File: src/crf_pkg.sv
package crf_pkg;

    // register byte offsets
    localparam logic [7:0] CRF_OFS_FIFO0   = 8'h0C;
    localparam logic [7:0] CRF_OFS_FIFO1   = 8'h10;
    localparam logic [7:0] CRF_OFS_IRQ_EN  = 8'h14;

    // fifo status field positions
    localparam int CRF_B_PEND_LO   = 0;
    localparam int CRF_B_FULL      = 3;
    localparam int CRF_B_OVR       = 4;
    localparam int CRF_B_REL       = 5;

    // irq enable field positions
    localparam int CRF_B_TXE       = 0;
    localparam int CRF_B_F0_PEND   = 1;
    localparam int CRF_B_F0_FULL   = 2;
    localparam int CRF_B_F0_OVR    = 3;
    localparam int CRF_B_F1_PEND   = 4;
    localparam int CRF_B_F1_FULL   = 5;
    localparam int CRF_B_F1_OVR    = 6;

    // writable irq enable bits: 17:15, 11:8, 6:0
    localparam logic [31:0] CRF_IRQ_EN_MASK = 32'h0003_8F7F;

    // reset values and limits
    localparam logic [31:0] CRF_IRQ_EN_RST  = 32'h0000_0000;
    localparam logic [1:0]  CRF_PEND_RST    = 2'h0;
    localparam logic [1:0]  CRF_PEND_MAX    = 2'h3;

endpackage : crf_pkg

File: src/crf_fifo_ctl.sv
`timescale 1ns/1ps
`default_nettype none

// one receive fifo: count, full, overrun, release handshake
module crf_fifo_ctl
    import crf_pkg::*;
(
    // clock and reset
    input  wire logic       clk,
    input  wire logic       nrst,
    // receive engine side
    input  wire logic       store,
    // software side
    input  wire logic       rel_set,
    input  wire logic       full_clr,
    input  wire logic       ovr_clr,
    // state
    output logic [1:0]      pend_count,
    output logic            full_flag,
    output logic            ovr_flag,
    output logic            rel_req,
    output logic            rel_done
);

    typedef struct packed {
        logic [1:0] pend;
        logic       full;
        logic       ovr;
        logic       rel;
    } crf_fifo_s;

    crf_fifo_s s_q;
    crf_fifo_s s_d;
    logic      take;
    logic      drop;

    ////////////////////////////////////////////////////////////////////////////
    // next state
    always_comb
    begin
        s_d  = s_q;
        drop = s_q.rel && (s_q.pend != CRF_PEND_RST);
        // a store beside a free still finds room, so a full fifo keeps it
        take = store && ((s_q.pend != CRF_PEND_MAX) || drop);
        // request set only while a message waits
        if (rel_set && (s_q.pend != CRF_PEND_RST))
        begin
            s_d.rel = 1'b1;
        end
        // free mailbox then self-clear request
        if (drop)
        begin
            s_d.rel = 1'b0;
        end
        if (take && !drop)
        begin
            s_d.pend = s_q.pend + 2'h1;
        end
        else if (drop && !take)
        begin
            s_d.pend = s_q.pend - 2'h1;
        end
        // sticky flags, set wins over clear
        if (full_clr)
        begin
            s_d.full = 1'b0;
        end
        if (take && !drop && (s_q.pend == 2'h2))
        begin
            s_d.full = 1'b1;
        end
        if (ovr_clr)
        begin
            s_d.ovr = 1'b0;
        end
        if (store && !drop && (s_q.pend == CRF_PEND_MAX))
        begin
            s_d.ovr = 1'b1;
        end
    end

    ////////////////////////////////////////////////////////////////////////////
    // state register
    always_ff @(posedge clk or negedge nrst)
    begin
        if (!nrst)
        begin
            s_q <= '0;
        end
        else
        begin
            s_q <= s_d;
        end
    end

    assign pend_count = s_q.pend;
    assign full_flag  = s_q.full;
    assign ovr_flag   = s_q.ovr;
    assign rel_req    = s_q.rel;
    assign rel_done   = drop;

endmodule : crf_fifo_ctl

`default_nettype wire

File: src/crf_irq.sv
`timescale 1ns/1ps
`default_nettype none

// registered per-fifo interrupt request
module crf_irq
    import crf_pkg::*;
(
    // clock and reset
    input  wire logic       clk,
    input  wire logic       nrst,
    // conditions and enables
    input  wire logic [2:0] cond,
    input  wire logic [2:0] en,
    // request
    output logic            irq
);

    typedef struct packed {
        logic irq;
    } crf_irq_s;

    crf_irq_s s_q;
    crf_irq_s s_d;

    ////////////////////////////////////////////////////////////////////////////
    // or of enabled conditions
    always_comb
    begin
        s_d     = s_q;
        s_d.irq = |(cond & en);
    end

    ////////////////////////////////////////////////////////////////////////////
    // state register
    always_ff @(posedge clk or negedge nrst)
    begin
        if (!nrst)
        begin
            s_q <= '0;
        end
        else
        begin
            s_q <= s_d;
        end
    end

    assign irq = s_q.irq;

endmodule : crf_irq

`default_nettype wire

File: src/crf_top.sv
// Functional notes
// - a release request on a fifo holding a message discards its oldest message; empty ignores it.
// - the release request bit clears by itself once the mailbox is freed.
// - a stored message arriving while three are held and none is freed in that cycle sets the sticky overrun flag, write one clears.
// - the full flag sets when the count reaches three and clears by writing one.
// - the two-bit pending count rises on store and falls on release.
// - status bits 31:6 and bit 2 read as zero.
// - fifo 1 behaves exactly like fifo 0 with its own status register.
// - the interrupt enable register resets to zero and holds all enable bits.
// - a fifo requests interrupt, one cycle later, while its pending, full or overrun condition is set and that condition's own enable bit is set.
//
// The implementer's own choice: the address-and-strobe port.
`timescale 1ns/1ps
`default_nettype none

module crf_top
    import crf_pkg::*;
(
    // clock and reset
    input  wire logic        clk,
    input  wire logic        nrst,
    // register port
    input  wire logic [7:0]  addr,
    input  wire logic [31:0] wdata,
    input  wire logic        wr,
    input  wire logic        rd,
    output logic [31:0]      rdata,
    // receive engine stores, one per fifo
    input  wire logic [1:0]  rx_store,
    // fifo interrupts and status
    output logic [1:0]       fifo_irq,
    output logic [1:0]       release_done
);

    typedef struct packed {
        logic [31:0] ien;
        logic [31:0] rdata;
    } crf_top_s;

    crf_top_s    s_q;
    crf_top_s    s_d;
    logic [1:0]  pend [2];
    logic [1:0]  full;
    logic [1:0]  ovr;
    logic [1:0]  rel;
    logic [31:0] stat [2];

    ////////////////////////////////////////////////////////////////////////////
    // the two receive fifos
    genvar g;
    generate
        for (g = 0; g < 2; g++)
        begin : g_fifo
            logic hit;
            logic wr_hit;
            assign hit    = (addr == (g == 0 ? CRF_OFS_FIFO0 : CRF_OFS_FIFO1));
            assign wr_hit = wr && hit;

            crf_fifo_ctl u_fifo (
                .clk        (clk),
                .nrst       (nrst),
                .store      (rx_store[g]),
                .rel_set    (wr_hit && wdata[CRF_B_REL]),
                .full_clr   (wr_hit && wdata[CRF_B_FULL]),
                .ovr_clr    (wr_hit && wdata[CRF_B_OVR]),
                .pend_count (pend[g]),
                .full_flag  (full[g]),
                .ovr_flag   (ovr[g]),
                .rel_req    (rel[g]),
                .rel_done   (release_done[g])
            );

            // status word, unused bits zero
            assign stat[g] = {26'h0, rel[g], ovr[g], full[g], 1'b0, pend[g]};

            crf_irq u_irq (
                .clk  (clk),
                .nrst (nrst),
                .cond ({ovr[g], full[g], (pend[g] != CRF_PEND_RST)}),
                .en   (s_q.ien[CRF_B_F0_PEND + 3*g +: 3]),
                .irq  (fifo_irq[g])
            );
        end
    endgenerate

    ////////////////////////////////////////////////////////////////////////////
    // register writes and read mux
    always_comb
    begin
        s_d       = s_q;
        s_d.rdata = 32'h0000_0000;
        if (wr && (addr == CRF_OFS_IRQ_EN))
        begin
            s_d.ien = wdata & CRF_IRQ_EN_MASK;
        end
        if (rd)
        begin
            case (addr)
                CRF_OFS_FIFO0:  s_d.rdata = stat[0];
                CRF_OFS_FIFO1:  s_d.rdata = stat[1];
                CRF_OFS_IRQ_EN: s_d.rdata = s_q.ien;
                default:        s_d.rdata = 32'h0000_0000;
            endcase
        end
    end

    ////////////////////////////////////////////////////////////////////////////
    // state register
    always_ff @(posedge clk or negedge nrst)
    begin
        if (!nrst)
        begin
            s_q.ien   <= CRF_IRQ_EN_RST;
            s_q.rdata <= 32'h0000_0000;
        end
        else
        begin
            s_q <= s_d;
        end
    end

    assign rdata = s_q.rdata;

endmodule : crf_top

`default_nettype wire

File: config.mk
export PLATFORM = sky130hd
export DESIGN_NAME = crf_top
export DESIGN_NICKNAME = d
export VERILOG_FILES = /design/src/crf_pkg.sv /design/src/crf_fifo_ctl.sv /design/src/crf_irq.sv /design/src/crf_top.sv
export SDC_FILE = /design/constraint.sdc
export NUM_CORES = 1
export LEC_CHECK = 0
export ABC_AREA = 1
export BUFFER_PORTS_ARGS = -buffer_cell sky130_fd_sc_hd__buf_4
export CELL_PAD_IN_SITES_DETAIL_PLACEMENT = 0
export CELL_PAD_IN_SITES_GLOBAL_PLACEMENT = 2
export CORE_MARGIN = 1.5
export CORE_UTILIZATION = 27
export DETAILED_ROUTE_END_ITERATION = 10
export PLACE_DENSITY_LB_ADDON = 0.1
export SKIP_CTS_REPAIR_TIMING = 1
export SYNTH_ARGS = -nofsm -noshare
export SYNTH_HDL_FRONTEND = slang
export SYNTH_HIERARCHICAL = 1
export SYNTH_SLANG_ARGS = --single-unit
File: constraint.sdc
create_clock -name clk -period 1.49 [get_ports clk]
set_input_delay 0 -clock clk [delete_from_list [all_inputs] [get_ports clk]]
set_output_delay 0 -clock clk [all_outputs]
set_load 0.01 [all_outputs]
== Yosys cells after proc, flatten, opt, wreduce, memory -nomap -nowiden ==
Index checks and enable logic that the tools add are counted.

* Flip-flop bits (word level): 58
* Output and inout port bits: 36
* Word-level logic and storage cells: 88

* $add $sub $neg: 4
* Equality and inequality tests: 9
* Muxes and demuxes: 18
* Bitwise operators: 2
* Reductions and logical operators: 43

{| class="wikitable"
|+ Operators by type and width
! operator !! count
|-
| $pmux 18 s3 || 1
|-
| $mux 32 || 1
|-
| $logic_and 1x1->1 || 25
|-
| $reduce_bool 2->1 || 10
|-
| $eq 8x5->1 const B || 2
|-
| $mux 1 || 12
|-
| $eq 2x2->1 const B || 4
|-
| $eq 8x4->1 const B || 1
|-
| $mux 2 || 4
|-
| $and 3x3->3 || 2
|-
| $reduce_or 3->1 || 2
|-
| $add 2x1->2 const B || 2
|-
| $logic_not 1->1 || 4
|-
| $ne 2x2->1 const B || 2
|-
| $sub 2x1->2 const B || 2
|-
| $logic_or 1x1->1 || 2
|}

== Logic depth before layout (Yosys ltp) ==
Gate-level depths: netlist of the first run.

* Depth after elaboration: 8
* Gate-level depth with buffers: 10
* Mapped depth without buffers: 10

== Hierarchy ==
Netlist of the first run, hierarchy kept.

{| class="wikitable"
|+ Modules (own cells, without submodules)
! module !! instances !! cells an instance !! area each (um^2) !! sequential area each (um^2)
|-
| crf_top || 1 || 196 || 1555.2 || 700.7
|-
| crf_fifo_ctl || 2 || 30 || 260.2 || 125.1
|-
| crf_irq || 2 || 5 || 41.3 || 25.0
|}

== Worst setup path after synthesis of the first run ==
Ideal clock, no wire load.

* Path kind: register to register
* From: reg g_fifo[0].u_fifo.s_q (netlist bit g_fifo[0].u_fifo/pend_count[0])
* To: reg g_fifo[0].u_fifo.s_q (netlist bit g_fifo[0].u_fifo/pend_count[1])
* Library setup time: 0.113 ns
* Arrival: 1.357 ns
* Slack: 0.020 ns
* Stages on the path, launching flop included: 9
* Buffers on the path: 0
* Clock period less this slack: 1.470 ns
* Path through: dfrtp_1 > inv_2 > a21oi_2 > inv_1 > ha_1 > inv_1 > nand4_1 > nand2_1 > inv_1

* Word-level cells in the longest chain between the ends: 7

{| class="wikitable"
|+ RTL lines
! item !! RTL line !! text
|-
| start: declaration || crf_fifo_ctl.sv:32 || <nowiki>crf_fifo_s s_q;</nowiki>
|-
| start signal: assignment || crf_fifo_ctl.sv:88 || <nowiki>s_q <= '0;</nowiki>
|-
| start signal: assignment || crf_fifo_ctl.sv:92 || <nowiki>s_q <= s_d;</nowiki>
|-
| $reduce_bool 2->1 (*) || crf_fifo_ctl.sv:42 || <nowiki>drop = s_q.rel && (s_q.pend != CRF_PEND_RST);</nowiki>
|-
| $logic_and 1x1->1 (*) || crf_fifo_ctl.sv:42 ||
|-
| named net release_done[0] || crf_top.sv:32 || <nowiki>output logic [1:0] release_done</nowiki>
|-
| $logic_or 1x1->1 || crf_fifo_ctl.sv:44 || <nowiki>take = store && ((s_q.pend != CRF_PEND_MAX) || drop);</nowiki>
|-
| $logic_and 1x1->1 || crf_fifo_ctl.sv:44 ||
|-
| $logic_not 1->1 || crf_fifo_ctl.sv:59 || <nowiki>else if (drop && !take)</nowiki>
|-
| $logic_and 1x1->1 || crf_fifo_ctl.sv:59 ||
|-
| $reduce_bool 2->1 (no line) || -- ||
|}

Mark *: on every way through the listed nets, which the timed path passes. The rest lies on a longest branch. The select of a mux whose other input is x is not followed.
A chain may end at the register's enable or synchronous reset.

== Worst setup path after layout of the first run ==
* From: reg g_fifo[1].u_fifo.s_q (netlist bit g_fifo[1].u_fifo/pend_count[1])
* To: reg g_fifo[1].u_fifo.s_q (netlist bit g_fifo[1].u_fifo/pend_count[1])

* Word-level cells in the longest chain between the ends: 7

{| class="wikitable"
|+ RTL lines
! item !! RTL line
|-
| start: declaration || crf_fifo_ctl.sv:32
|-
| start signal: assignment || crf_fifo_ctl.sv:88
|-
| start signal: assignment || crf_fifo_ctl.sv:92
|-
| $reduce_bool 2->1 || crf_fifo_ctl.sv:42
|-
| $logic_and 1x1->1 || crf_fifo_ctl.sv:42
|-
| $logic_or 1x1->1 || crf_fifo_ctl.sv:44
|-
| $logic_and 1x1->1 || crf_fifo_ctl.sv:44
|-
| $logic_not 1->1 || crf_fifo_ctl.sv:59
|-
| $logic_and 1x1->1 || crf_fifo_ctl.sv:59
|-
| $reduce_bool 2->1 (no line) || --
|}

Parallel ways exist; a longest one is shown, timed or not. The select of a mux whose other input is x is not followed.

==> results of run 1 <==
-- cell usage after synthesis, drive strengths merged --
cell    number  area (um2)
nor2        28         128
nor3         6        30.0
conb         1        3.75
nand4        4        25.0
clkinv       1        5.00
xnor2        2        17.5
o22ai        2        12.5
nand3       26         140
o21ai        7        35.0
or2          2        12.5
ha           2        25.0
nand2       57         239
a31oi        2        12.5
dfrtp       40        1000
a21oi        4        27.5
buf         36         272
inv         46         173
-- power by group through the flow --
stage                     clock (uW)  combinational [uW]  sequential, uW
after global placement             0                 702            1290
after floorplan                    0                 419            1290
after global routing            1040                 912            1280
after CTS                        990                 705            1270
after detailed placement           0                 702            1290
final                            957                 805            1270
-- registers in the layout (all words and copies together) (netlist names) --
name	flops
s_q	14
g_fifo.u_fifo/pend_count	4
g_fifo.u_fifo/full_flag	2
g_fifo.u_fifo/rel_req	2
rdata	14
g_fifo.u_irq/irq	2
g_fifo.u_fifo/ovr_flag	2
-- cells in the final DEF (no fill, tap or decap), types with 2 or more instances in the layout --
cell,n
nand2_1,49
nand4_1,4
dlygate4sd3_1,13
nor2_4,3
clkbuf_8,6
o21ai_0,7
nand3_2,2
nand3_1,24
nor3_1,6
buf_4,57
conb_1,18
dfrtp_2,2
inv_2,6
or2_2,2
nand2_2,7
inv_1,40
o22ai_1,2
xnor2_1,2
dfrtp_1,38
a31oi_1,2
nor2_1,25
a21oi_1,2
-- kinds of logic (layout without fill, tap and decap cells) --
| logic type | after synthesis | count (layout) | share of synthesized area |
|---|---|---|---|
| buffers and inverters | 83 | 125 | 0.208 |
| AND/OR/NAND/NOR | 123 | 123 | 0.266 |
| adder cells (fa/ha/maj) | 2 | 2 | 0.0116 |
| XOR/XNOR | 2 | 2 | 0.00812 |
| other | 1 | 18 | 0.00174 |
| AO/OA/AOI/OAI | 15 | 15 | 0.0406 |
| flip-flops | 40 | 40 | 0.464 |
-- stage by stage --
step	setup WS [ns]	total power [uW]
floorplan	0.0201	1710
global placement	0.0178	1990
detailed placement	0.00840	1990
CTS	-0.00664	2960
global route	-0.0274	3240
finish	0.0721	3030
-- worst max path at each step --
stage	slack [ns]	end	from	cells after the start
floorplan	0.02	g_fifo[0].u_fifo/pend_count[1]	g_fifo[0].u_fifo/pend_count[0]	8
global placement	0.02	g_fifo[1].u_fifo/pend_count[1]	g_fifo[1].u_fifo/pend_count[0]	8
detailed placement	0.008	g_fifo[1].u_fifo/pend_count[1]	g_fifo[1].u_fifo/pend_count[0]	8
CTS	-0.007	g_fifo[1].u_fifo/pend_count[1]	g_fifo[1].u_fifo/pend_count[0]	8
global route	-0.03	g_fifo[1].u_fifo/pend_count[1]	g_fifo[1].u_fifo/pend_count[1]	8
finish	0.07	g_fifo[1].u_fifo/pend_count[1]	g_fifo[1].u_fifo/pend_count[1]	7
-- layout make-up --
class	instances	area (um2)	share of cell area
flip-flops and latches	40	1000	0.361
repair buffers	70	558	0.201
multi-input cells	160	792	0.285
inverters	47	178	0.0639
well taps	102	128	0.0459
clock inverters	2	38.8	0.0140
clock buffers	6	82.6	0.0297
-- metal layers --
metal / routed length [um] / share of wire / GRT usage / vias to the layer above
li1: - / - / - / 877
met1: 2450 / 0.51 / 0.169 / 755
met3: 186 / 0.039 / 0.0279 / 4
met5: 0 / 0 / 0 / -
met4: 63 / 0.013 / 0.0385 / 0
met2: 2140 / 0.44 / 0.180 / 39
-- tightest hold or removal path: cells and delay by family --
family | cells | cell delay, ns
simple gates | 1 | 0.09
compound gates | 1 | 0.07
buf+inv | 1 | 0.08
==> flow_metrics.py, run 1 <==
metrics = {
    "run_status": {
        "status": "complete, but fails checks",
        "violations": "negative hold slack",
    },
    "floorplan": {
        "die_area_um2": 8540,
        "core_area_um2": 7730,
        "rows": 32,
        "ioPinCount": 82,
        "initial_core_util": 0.279,
        "dieHeight_um": 92.4,
        "dieWidth_um": 92.4,
    },
    "worst_setup_path": {
        "path_buf_inv": 3,
        "rr_worst_depth": 7,
        "cp.required_ns": 1.68,
        "critPathMostFrequentCell": "inv_1",
        "worst_path_max_delay_cell": "dfrtp_1",
        "critPathMaxFanout": 4,
        "reg2reg_from": "g_fifo[1].u_fifo/pend_count[1]",
        "crit_family": "flip-flops",
        "startpoint_type": "register",
        "worstPathArrival_ns": 1.61,
        "crit_path_max_incr_delay_ns": 0.42,
        "crit_type": "register to register",
        "worstSetupEndpointType": "register",
        "rrSetupSlack_ns": 0.07,
        "r2r-end": "g_fifo[1].u_fifo/pend_count[1]",
        "crit_chain": "buf_4 -> a31oi_1 -> ha_1 -> inv_1 -> nand4_1 -> nand2_1 -> inv_1",
    },
    "final_layout": {
        "nFillCells": 847,
        "n_antenna_cell": 0,
        "fin_area_um2": 2780,
        "syn_to_final_growth_pct": 28.8,
        "drive_above_1_share": 0.283,
        "nets": 372,
        "finalNonFillerCells": 427,
        "fin_util": 0.360,
    },
    "detailed_routing": {
        "drcViolationCount": 0,
        "vias": 1675,
        "drt_iter0_markers": 49,
        "drt_pass1_iterations": 4,
        "post_drt_wl_per_cell_um": 11.3,
        "viasPerCell": 3.92,
        "wirelength_um": 4830,
        "postRouteAntennaNets": 0,
    },
    "yosys": {
        "synthCells": 266,
        "yosysWarnings": 6,
        "syn_avg_cell_area_um2": 8.11,
        "synth-seq-cells": 40,
        "ys_seq_area_frac": 0.464,
        "yosys.cell_types.count": 25,
        "synth_area_um2": 2160,
    },
    "place": {
        "post-dp-hpwl_um": 3480,
        "gp_congestion": 0.728,
        "placed_cell_area_um2": 2470,
        "dp.cells": 401,
        "port-buffer-count": 45,
    },
    "cts": {
        "numCtsBuffers": 5,
        "cts_buffer_depth": 2,
        "cts_tree": "done",
        "clock-sinks": 40,
        "ctsRootBufferMaster": "clkbuf_8",
        "clk_pin_slew_ns": 0.08,
        "h-tree-depth": 2,
        "worstSkewPairLatency_ns": 0.30,
    },
    "pwr": {
        "power_per_cell_area_nw_per_um2": 1090,
        "p_comb_frac": 0.265,
        "leakagePower_uw": 0.00148,
        "swShare": 0.303,
        "worst_ir_drop_vdd_v": 0.000546,
        "p_int_uw": 2110,
        "p_switching_uw": 920,
        "pwr-share-clk": 0.315,
        "power_frac_seq": 0.419,
    },
    "timing": {
        "hold_violations": 2,
        "hold_ws_ns": -0.0149,
        "period_needed_ns": 1.42,
        "maxSlewViolCount": 0,
        "slew_headroom": 0.637,
        "tightest_slew_ns": 0.544,
        "finalSetupViolCount": 0,
        "rsz0062_at_grt": "yes",
        "fmax_mhz": 705,
        "tns_ns": 0,
        "fin_crit_sh": 0.952,
        "skew_ns": 0.00783,
    },
    "global_route": {
        "grt_max_degree": 41,
        "antenna_found_initial": 0,
        "grt_usage": 0.120,
        "grt_pass1_wl_um": 7790,
        "grt_pass1_vias": 1577,
        "overflow": 0,
    },
    "worst_hold_path": {
        "min_to": "g_fifo[1].u_fifo/ovr_flag",
        "hp-start": "rx_store[1]",
        "holdPathStages": 3,
        "hp-class": "input port to register",
    },
    "flow_run": {
        "drv_cap": 0,
    },
}
(Power assumes the default switching activity.)
==> inputs of run 2 (changes only) <==
- ABC_AREA: 1 -> not set
- CORE_UTILIZATION: 27 -> 29
==> run 2 against run 1 <==
Against the previous run:
- the flow still finishes with violations (negative hold slack)
- critical path depth is the same
- synthesized area shrank 6.3%
- first-iteration DRC count shrank 14%
- via count shrank 17%
- synthesized cell count shrank 32%
- non-clock buffer count shrank 2
- core utilization grew 2.0 points
- largest cell class unchanged
- highest routed layer unchanged
==> flow_metrics.py, run 2 <==
metrics = {
    "worst_setup_path": {
        "crit_chain": "nand2_1 -> nor2_1 -> nor2_1 -> ha_1 -> xor2_1 -> nor2_1 -> xor2_1",
        "critPathMaxFanout": 7,
        "crit_path_max_incr_delay_ns": 0.45,
        "startpoint_type": "register",
        "worstSetupEndpointType": "register",
        "worst_path_max_delay_cell": "dfrtp_2",
        "rr_worst_depth": 7,
        "cp.required_ns": 1.67,
        "crit_family": "flip-flops",
        "critPathMostFrequentCell": "nor2_1",
        "worstPathArrival_ns": 1.58,
        "startpoint": "g_fifo[1].u_fifo/pend_count[0]",
        "crit_type": "register to register",
        "reg2reg_from": "g_fifo[1].u_fifo/pend_count[0]",
        "path_buf_inv": 0,
        "rrSetupSlack_ns": 0.09,
        "r2r-end": "g_fifo[1].u_fifo/pend_count[1]",
    },
    "cts": {
        "clk_pin_slew_ns": 0.08,
        "numCtsBuffers": 5,
        "worstSkewPairLatency_ns": 0.29,
        "cts_tree": "done",
        "h-tree-depth": 2,
        "cts_buffer_depth": 2,
        "clock-sinks": 40,
        "ctsRootBufferMaster": "clkbuf_8",
    },
    "place": {
        "placed_cell_area_um2": 2320,
        "port-buffer-count": 45,
        "gp_congestion": 0.826,
        "post-dp-hpwl_um": 3180,
        "pre_cts_ws_ns": -0.0394,
    },
    "yosys": {
        "synth_top_area_share": 0.495,
        "ys_seq_area_frac": 0.495,
        "synth_area_um2": 2020,
        "synth-edff-count": 0,
        "syn_avg_cell_area_um2": 11.2,
        "synth_top_area_cell": "dfrtp_1",
        "synthTopCellsByArea": "dfrtp_1, buf_4, mux2_2",
        "synth_common_cells": "dfrtp_1, buf_4, mux2_2, nor2_1, and2_1",
        "synthCells": 181,
        "synthArstFlopShare": 1.00,
        "synth-seq-cells": 40,
        "yosys.cell_types.count": 28,
        "ys.flop_type": "dfrtp_1",
        "yosysWarnings": 6,
        "yosysMostFrequentCell": "dfrtp_1",
    },
    "detailed_routing": {
        "drcViolationCount": 0,
        "vias": 1390,
        "drt_iter0_markers": 42,
        "viasPerCell": 4.38,
        "post_drt_wl_per_cell_um": 13.3,
        "wirelength_um": 4230,
        "drt_pass1_iterations": 4,
        "postRouteAntennaNets": 0,
    },
    "global_route": {
        "grt_pass1_vias": 1273,
        "grt_pass1_wl_um": 6560,
        "grt_max_degree": 41,
        "antenna_found_initial": 0,
        "grt_usage": 0.118,
        "overflow": 0,
    },
    "final_layout": {
        "drive_above_1_share": 0.376,
        "nets": 284,
        "syn_to_final_growth_pct": 26.9,
        "layout_common_cells": "buf_4, dfrtp_1, mux2_2",
        "nFillCells": 694,
        "seq_area_um2": 1000,
        "final_common_cell": "buf_4",
        "n_antenna_cell": 0,
        "multi_input_area_um2": 767,
        "fin_area_um2": 2570,
    },
    "timing": {
        "maxSlewViolCount": 0,
        "hold_violations": 2,
        "fmax_mhz": 714,
        "finalSetupViolCount": 0,
        "rsz0062_at_grt": "no",
        "fin_crit_sh": 0.940,
        "period_needed_ns": 1.40,
        "skew_ns": 0.00382,
        "setup_slack_ns": 0.0892,
        "hold_ws_ns": -0.00330,
    },
    "flow_run": {
        "drv_cap": 0,
    },
    "worst_hold_path": {
        "min_to": "g_fifo[1].u_fifo/ovr_flag",
        "holdPathStages": 3,
        "hp-start": "rx_store[1]",
        "hp-class": "input port to register",
    },
    "floorplan": {
        "dieHeight_um": 86.5,
        "ioPinCount": 82,
        "dieWidth_um": 86.5,
        "die_area_um2": 7490,
        "core_area_um2": 6760,
        "initial_core_util": 0.299,
        "rows": 30,
    },
    "pwr": {
        "p_comb_frac": 0.227,
        "power_frac_seq": 0.485,
        "pwr-share-clk": 0.288,
        "p_switching_uw": 790,
        "worst_ir_drop_vdd_v": 0.000454,
        "p_int_uw": 1890,
        "swShare": 0.295,
        "power_per_cell_area_nw_per_um2": 1040,
        "leakagePower_uw": 0.00133,
    },
    "run_status": {
        "violations": "negative hold slack",
        "status": "complete, but fails checks",
    },
}
-- run 2: cell types whose count changed after synthesis, moves of 5 or more --
cell / previous run / this run
a22oi_1: 0 / 5
inv_1: 43 / 10
nand2_1: 49 / 6
nand3_1: 24 / 1
nor2_1: 25 / 15
nand2_2: 7 / 0
and2_1: 0 / 11
mux2_2: 0 / 19
-- run 2: kinds of logic after synthesis --
group,after synthesis,share of synthesized area
AO/OA/AOI/OAI,17,0.0569
flip-flops,40,0.495
AND/OR/NAND/NOR,49,0.145
XOR/XNOR,6,0.0260
multiplexers,19,0.106
adder cells (fa/ha/maj),2,0.0124
other,1,0.00185
buffers and inverters,47,0.158
-- run 2: how the worst max path moves through the flow --
stage / slack, ns / cells after the start / to
finish: 0.09 / 7 / g_fifo[1].u_fifo/pend_count[1]
global route: 0.01 / 7 / g_fifo[1].u_fifo/pend_count[1]
CTS: 0.07 / 5 / g_fifo[0].u_fifo/pend_count[1]
detailed placement: -0.04 / 5 / s_q[49]
global placement: -0.03 / 5 / s_q[41]
floorplan: 0.05 / 4 / s_q[35]
-- run 2: cell type report --
type	instances	area share
flip-flops and latches	40	0.391
multi-input cells	111	0.299
repair buffers	68	0.218
well taps	80	0.0390
clock buffers	6	0.0322
inverters	10	0.0146
clock inverters	2	0.00585
-- run 2: through the flow --
step	utilization	setup TNS, ns	instances	total power [uW]
floorplan	-	0	198	1710
finish	0.380	0	317	2680
global route	0.380	0	317	2850
detailed placement	0.343	-0.413	294	1890
CTS	0.357	0	302	2670
global placement	0.343	-0.355	294	1870
-- run 2: per-layer routing --
metal | GRT usage | routed length (um)
met2 | 0.184 | 1930
met5 | 0 | 0
met4 | 0.0396 | 41
met1 | 0.155 | 2000
met3 | 0.0381 | 256
-- run 2: tightest hold or removal path: cells and delay by family --
family	cells	cell delay (ns)
compound gates	1	0.08
buf+inv	2	0.17
-- run 2: power groups by stage --
stage          Combinational, uW  Clock [uW]  Sequential [uW]
6_report                     608         774             1300
3_5_place_dp                 578           0             1310
2_1_floorplan                441           0             1270
4_1_cts                      581         794             1290
5_1_grt                      677         854             1320
3_3_place_gp                 563           0             1310
==> inputs of run 3 (changes only) <==
==> constraint.sdc (replaced) <==
create_clock -name clk -period 1.49 [get_ports clk]
set_input_delay 0.0745 -clock clk [delete_from_list [all_inputs] [get_ports clk]]
set_output_delay 0.0745 -clock clk [all_outputs]
set_load 0.01 [all_outputs]
==> run 3 against run 2 <==
Against the previous run:
- the flow now finishes without violations
- critical path depth is the same
- combinational power decreased by 3%
- register-to-register slack is essentially flat
- clock power shrank 6.8%
- final cell count decreased by 4.7%
- first-iteration DRC count increased by 110%
==> flow_metrics.py, run 3 (synthesis gave the netlist of run 2 again) <==
metrics = {
    "floorplan": {
        "dieHeight_um": 86.5,
        "dieWidth_um": 86.5,
        "die_area_um2": 7490,
        "rows": 30,
        "core_area_um2": 6760,
        "initial_core_util": 0.299,
        "ioPinCount": 82,
    },
    "global_route": {
        "overflow": 0,
        "antenna_found_initial": 0,
        "grt_max_degree": 41,
        "grt_usage": 0.119,
        "grt_pass1_wl_um": 6650,
        "grt_pass1_vias": 1265,
    },
    "worst_setup_path": {
        "critPathMaxFanout": 6,
        "worstPathArrival_ns": 1.61,
        "cp.required_ns": 1.70,
        "crit_path_max_incr_delay_ns": 0.44,
        "crit_chain": "nand2_1 -> nor2_1 -> nor2_1 -> ha_1 -> xor2_1 -> nor2_1 -> xor2_1",
        "worstSetupEndpointType": "register",
        "critPathMostFrequentCell": "nor2_1",
        "crit_family": "flip-flops",
        "crit_type": "register to register",
        "startpoint_type": "register",
        "path_buf_inv": 0,
        "worst_path_max_delay_cell": "dfrtp_1",
    },
    "cts": {
        "worstSkewPairLatency_ns": 0.28,
        "ctsRootBufferMaster": "clkbuf_8",
        "clock-sinks": 40,
        "numCtsBuffers": 5,
        "clk_pin_slew_ns": 0.07,
        "h-tree-depth": 2,
        "cts_tree": "done",
        "cts_buffer_depth": 2,
    },
    "pwr": {
        "power_uw": 2600,
        "power_per_cell_area_nw_per_um2": 1080,
        "worst_ir_drop_vdd_v": 0.000375,
        "leakagePower_uw": 0.00127,
    },
    "detailed_routing": {
        "vias": 1321,
        "post_drt_wl_per_cell_um": 13.9,
        "viasPerCell": 4.37,
        "drt_pass1_iterations": 4,
        "drt_iter0_markers": 87,
        "postRouteAntennaNets": 0,
        "wirelength_um": 4190,
        "drcViolationCount": 0,
    },
    "run_status": {
        "status": "complete, no violations",
    },
    "place": {
        "port-buffer-count": 45,
        "post-dp-hpwl_um": 3100,
        "gp_congestion": 0.846,
    },
    "timing": {
        "slew_headroom": 0.659,
        "rsz0062_at_grt": "yes",
        "tightest_slew_ns": 0.512,
        "fmax_mhz": 715,
        "period_needed_ns": 1.40,
        "fin_crit_sh": 0.938,
        "skew_ns": 0.00341,
        "hold_ws_ns": 0.0203,
        "hold_violations": 0,
        "maxSlewViolCount": 0,
        "finalSetupViolCount": 0,
    },
    "final_layout": {
        "multi_input_area_um2": 767,
        "final_common_cell": "buf_4",
        "seq_area_um2": 1000,
        "nets": 269,
        "syn_to_final_growth_pct": 19.2,
        "n_antenna_cell": 0,
        "nFillCells": 679,
        "layout_common_cells": "buf_4, dfrtp_1, mux2_2",
        "drive_above_1_share": 0.383,
    },
    "worst_hold_path": {
        "hp-class": "input port to register",
    },
    "flow_run": {
        "drv_cap": 0,
    },
}
[run 3: changes by cell type in the layout (fill, tap and decap cells not counted), sizes merged]
cell and change:
clkbuf +2, clkinvlp -2, buf -1, dlygate4sd3 -14
[run 3: final cells by class]
class	count	area share
Timing Repair Buffer	53	0.171
Multi-Input combinational cell	111	0.318
Sequential cell	40	0.416
Tap cell	80	0.0415
Inverter	10	0.0156
Clock buffer	8	0.0374
[run 3: final timing paths]
| path | start | endpoint | slack [ns] | cells past startpoint |
|---|---|---|---|---|
| max | g_fifo[0].u_fifo/pend_count[1] | g_fifo[0].u_fifo/pend_count[1] | 0.09 | 7 |
| min in group asynchronous | nrst | rdata[15] | 0.30 | 2 |
| max reg2reg | g_fifo[0].u_fifo/pend_count[1] | g_fifo[0].u_fifo/pend_count[1] | 0.09 | 7 |
| min reg2reg | s_q[47] | rdata[15] | 0.48 | 1 |
| max in group asynchronous | nrst | g_fifo[1].u_fifo/pend_count[1] | 0.80 | 2 |
| min | wdata[15] | s_q[47] | 0.02 | 2 |
[run 3: layer usage]
| layer | share of wire | track usage | vias to the layer above |
|---|---|---|---|
| li1 | - | - | 632 |
| met1 | 0.49 | 0.174 | 622 |
| met2 | 0.43 | 0.169 | 62 |
| met3 | 0.064 | 0.0324 | 5 |
| met4 | 0.016 | 0.0440 | 0 |
| met5 | 0 | 0 | - |
[run 3: metrics by stage]
step	setup TNS, ns	worst slack, ns	utilization	std cells	instance area, um2
6_report	0	0.0918	0.357	302	2410
5_1_grt	-0.0252	-0.0252	0.357	302	2410
4_1_cts	0	0.0540	0.355	301	2400
3_5_place_dp	-1.18	-0.0913	0.342	293	2310
3_3_place_gp	-1.12	-0.0781	0.342	293	2310
2_1_floorplan	0	0.0288	-	198	2090
[run 3: power breakdown]
part	switching [uW]	total (uW)	internal [uW]	leakage, uW
logic	278	590	311	0.000697
registers	108	1290	1180	0.000523
clock network	343	721	377	0.0000455
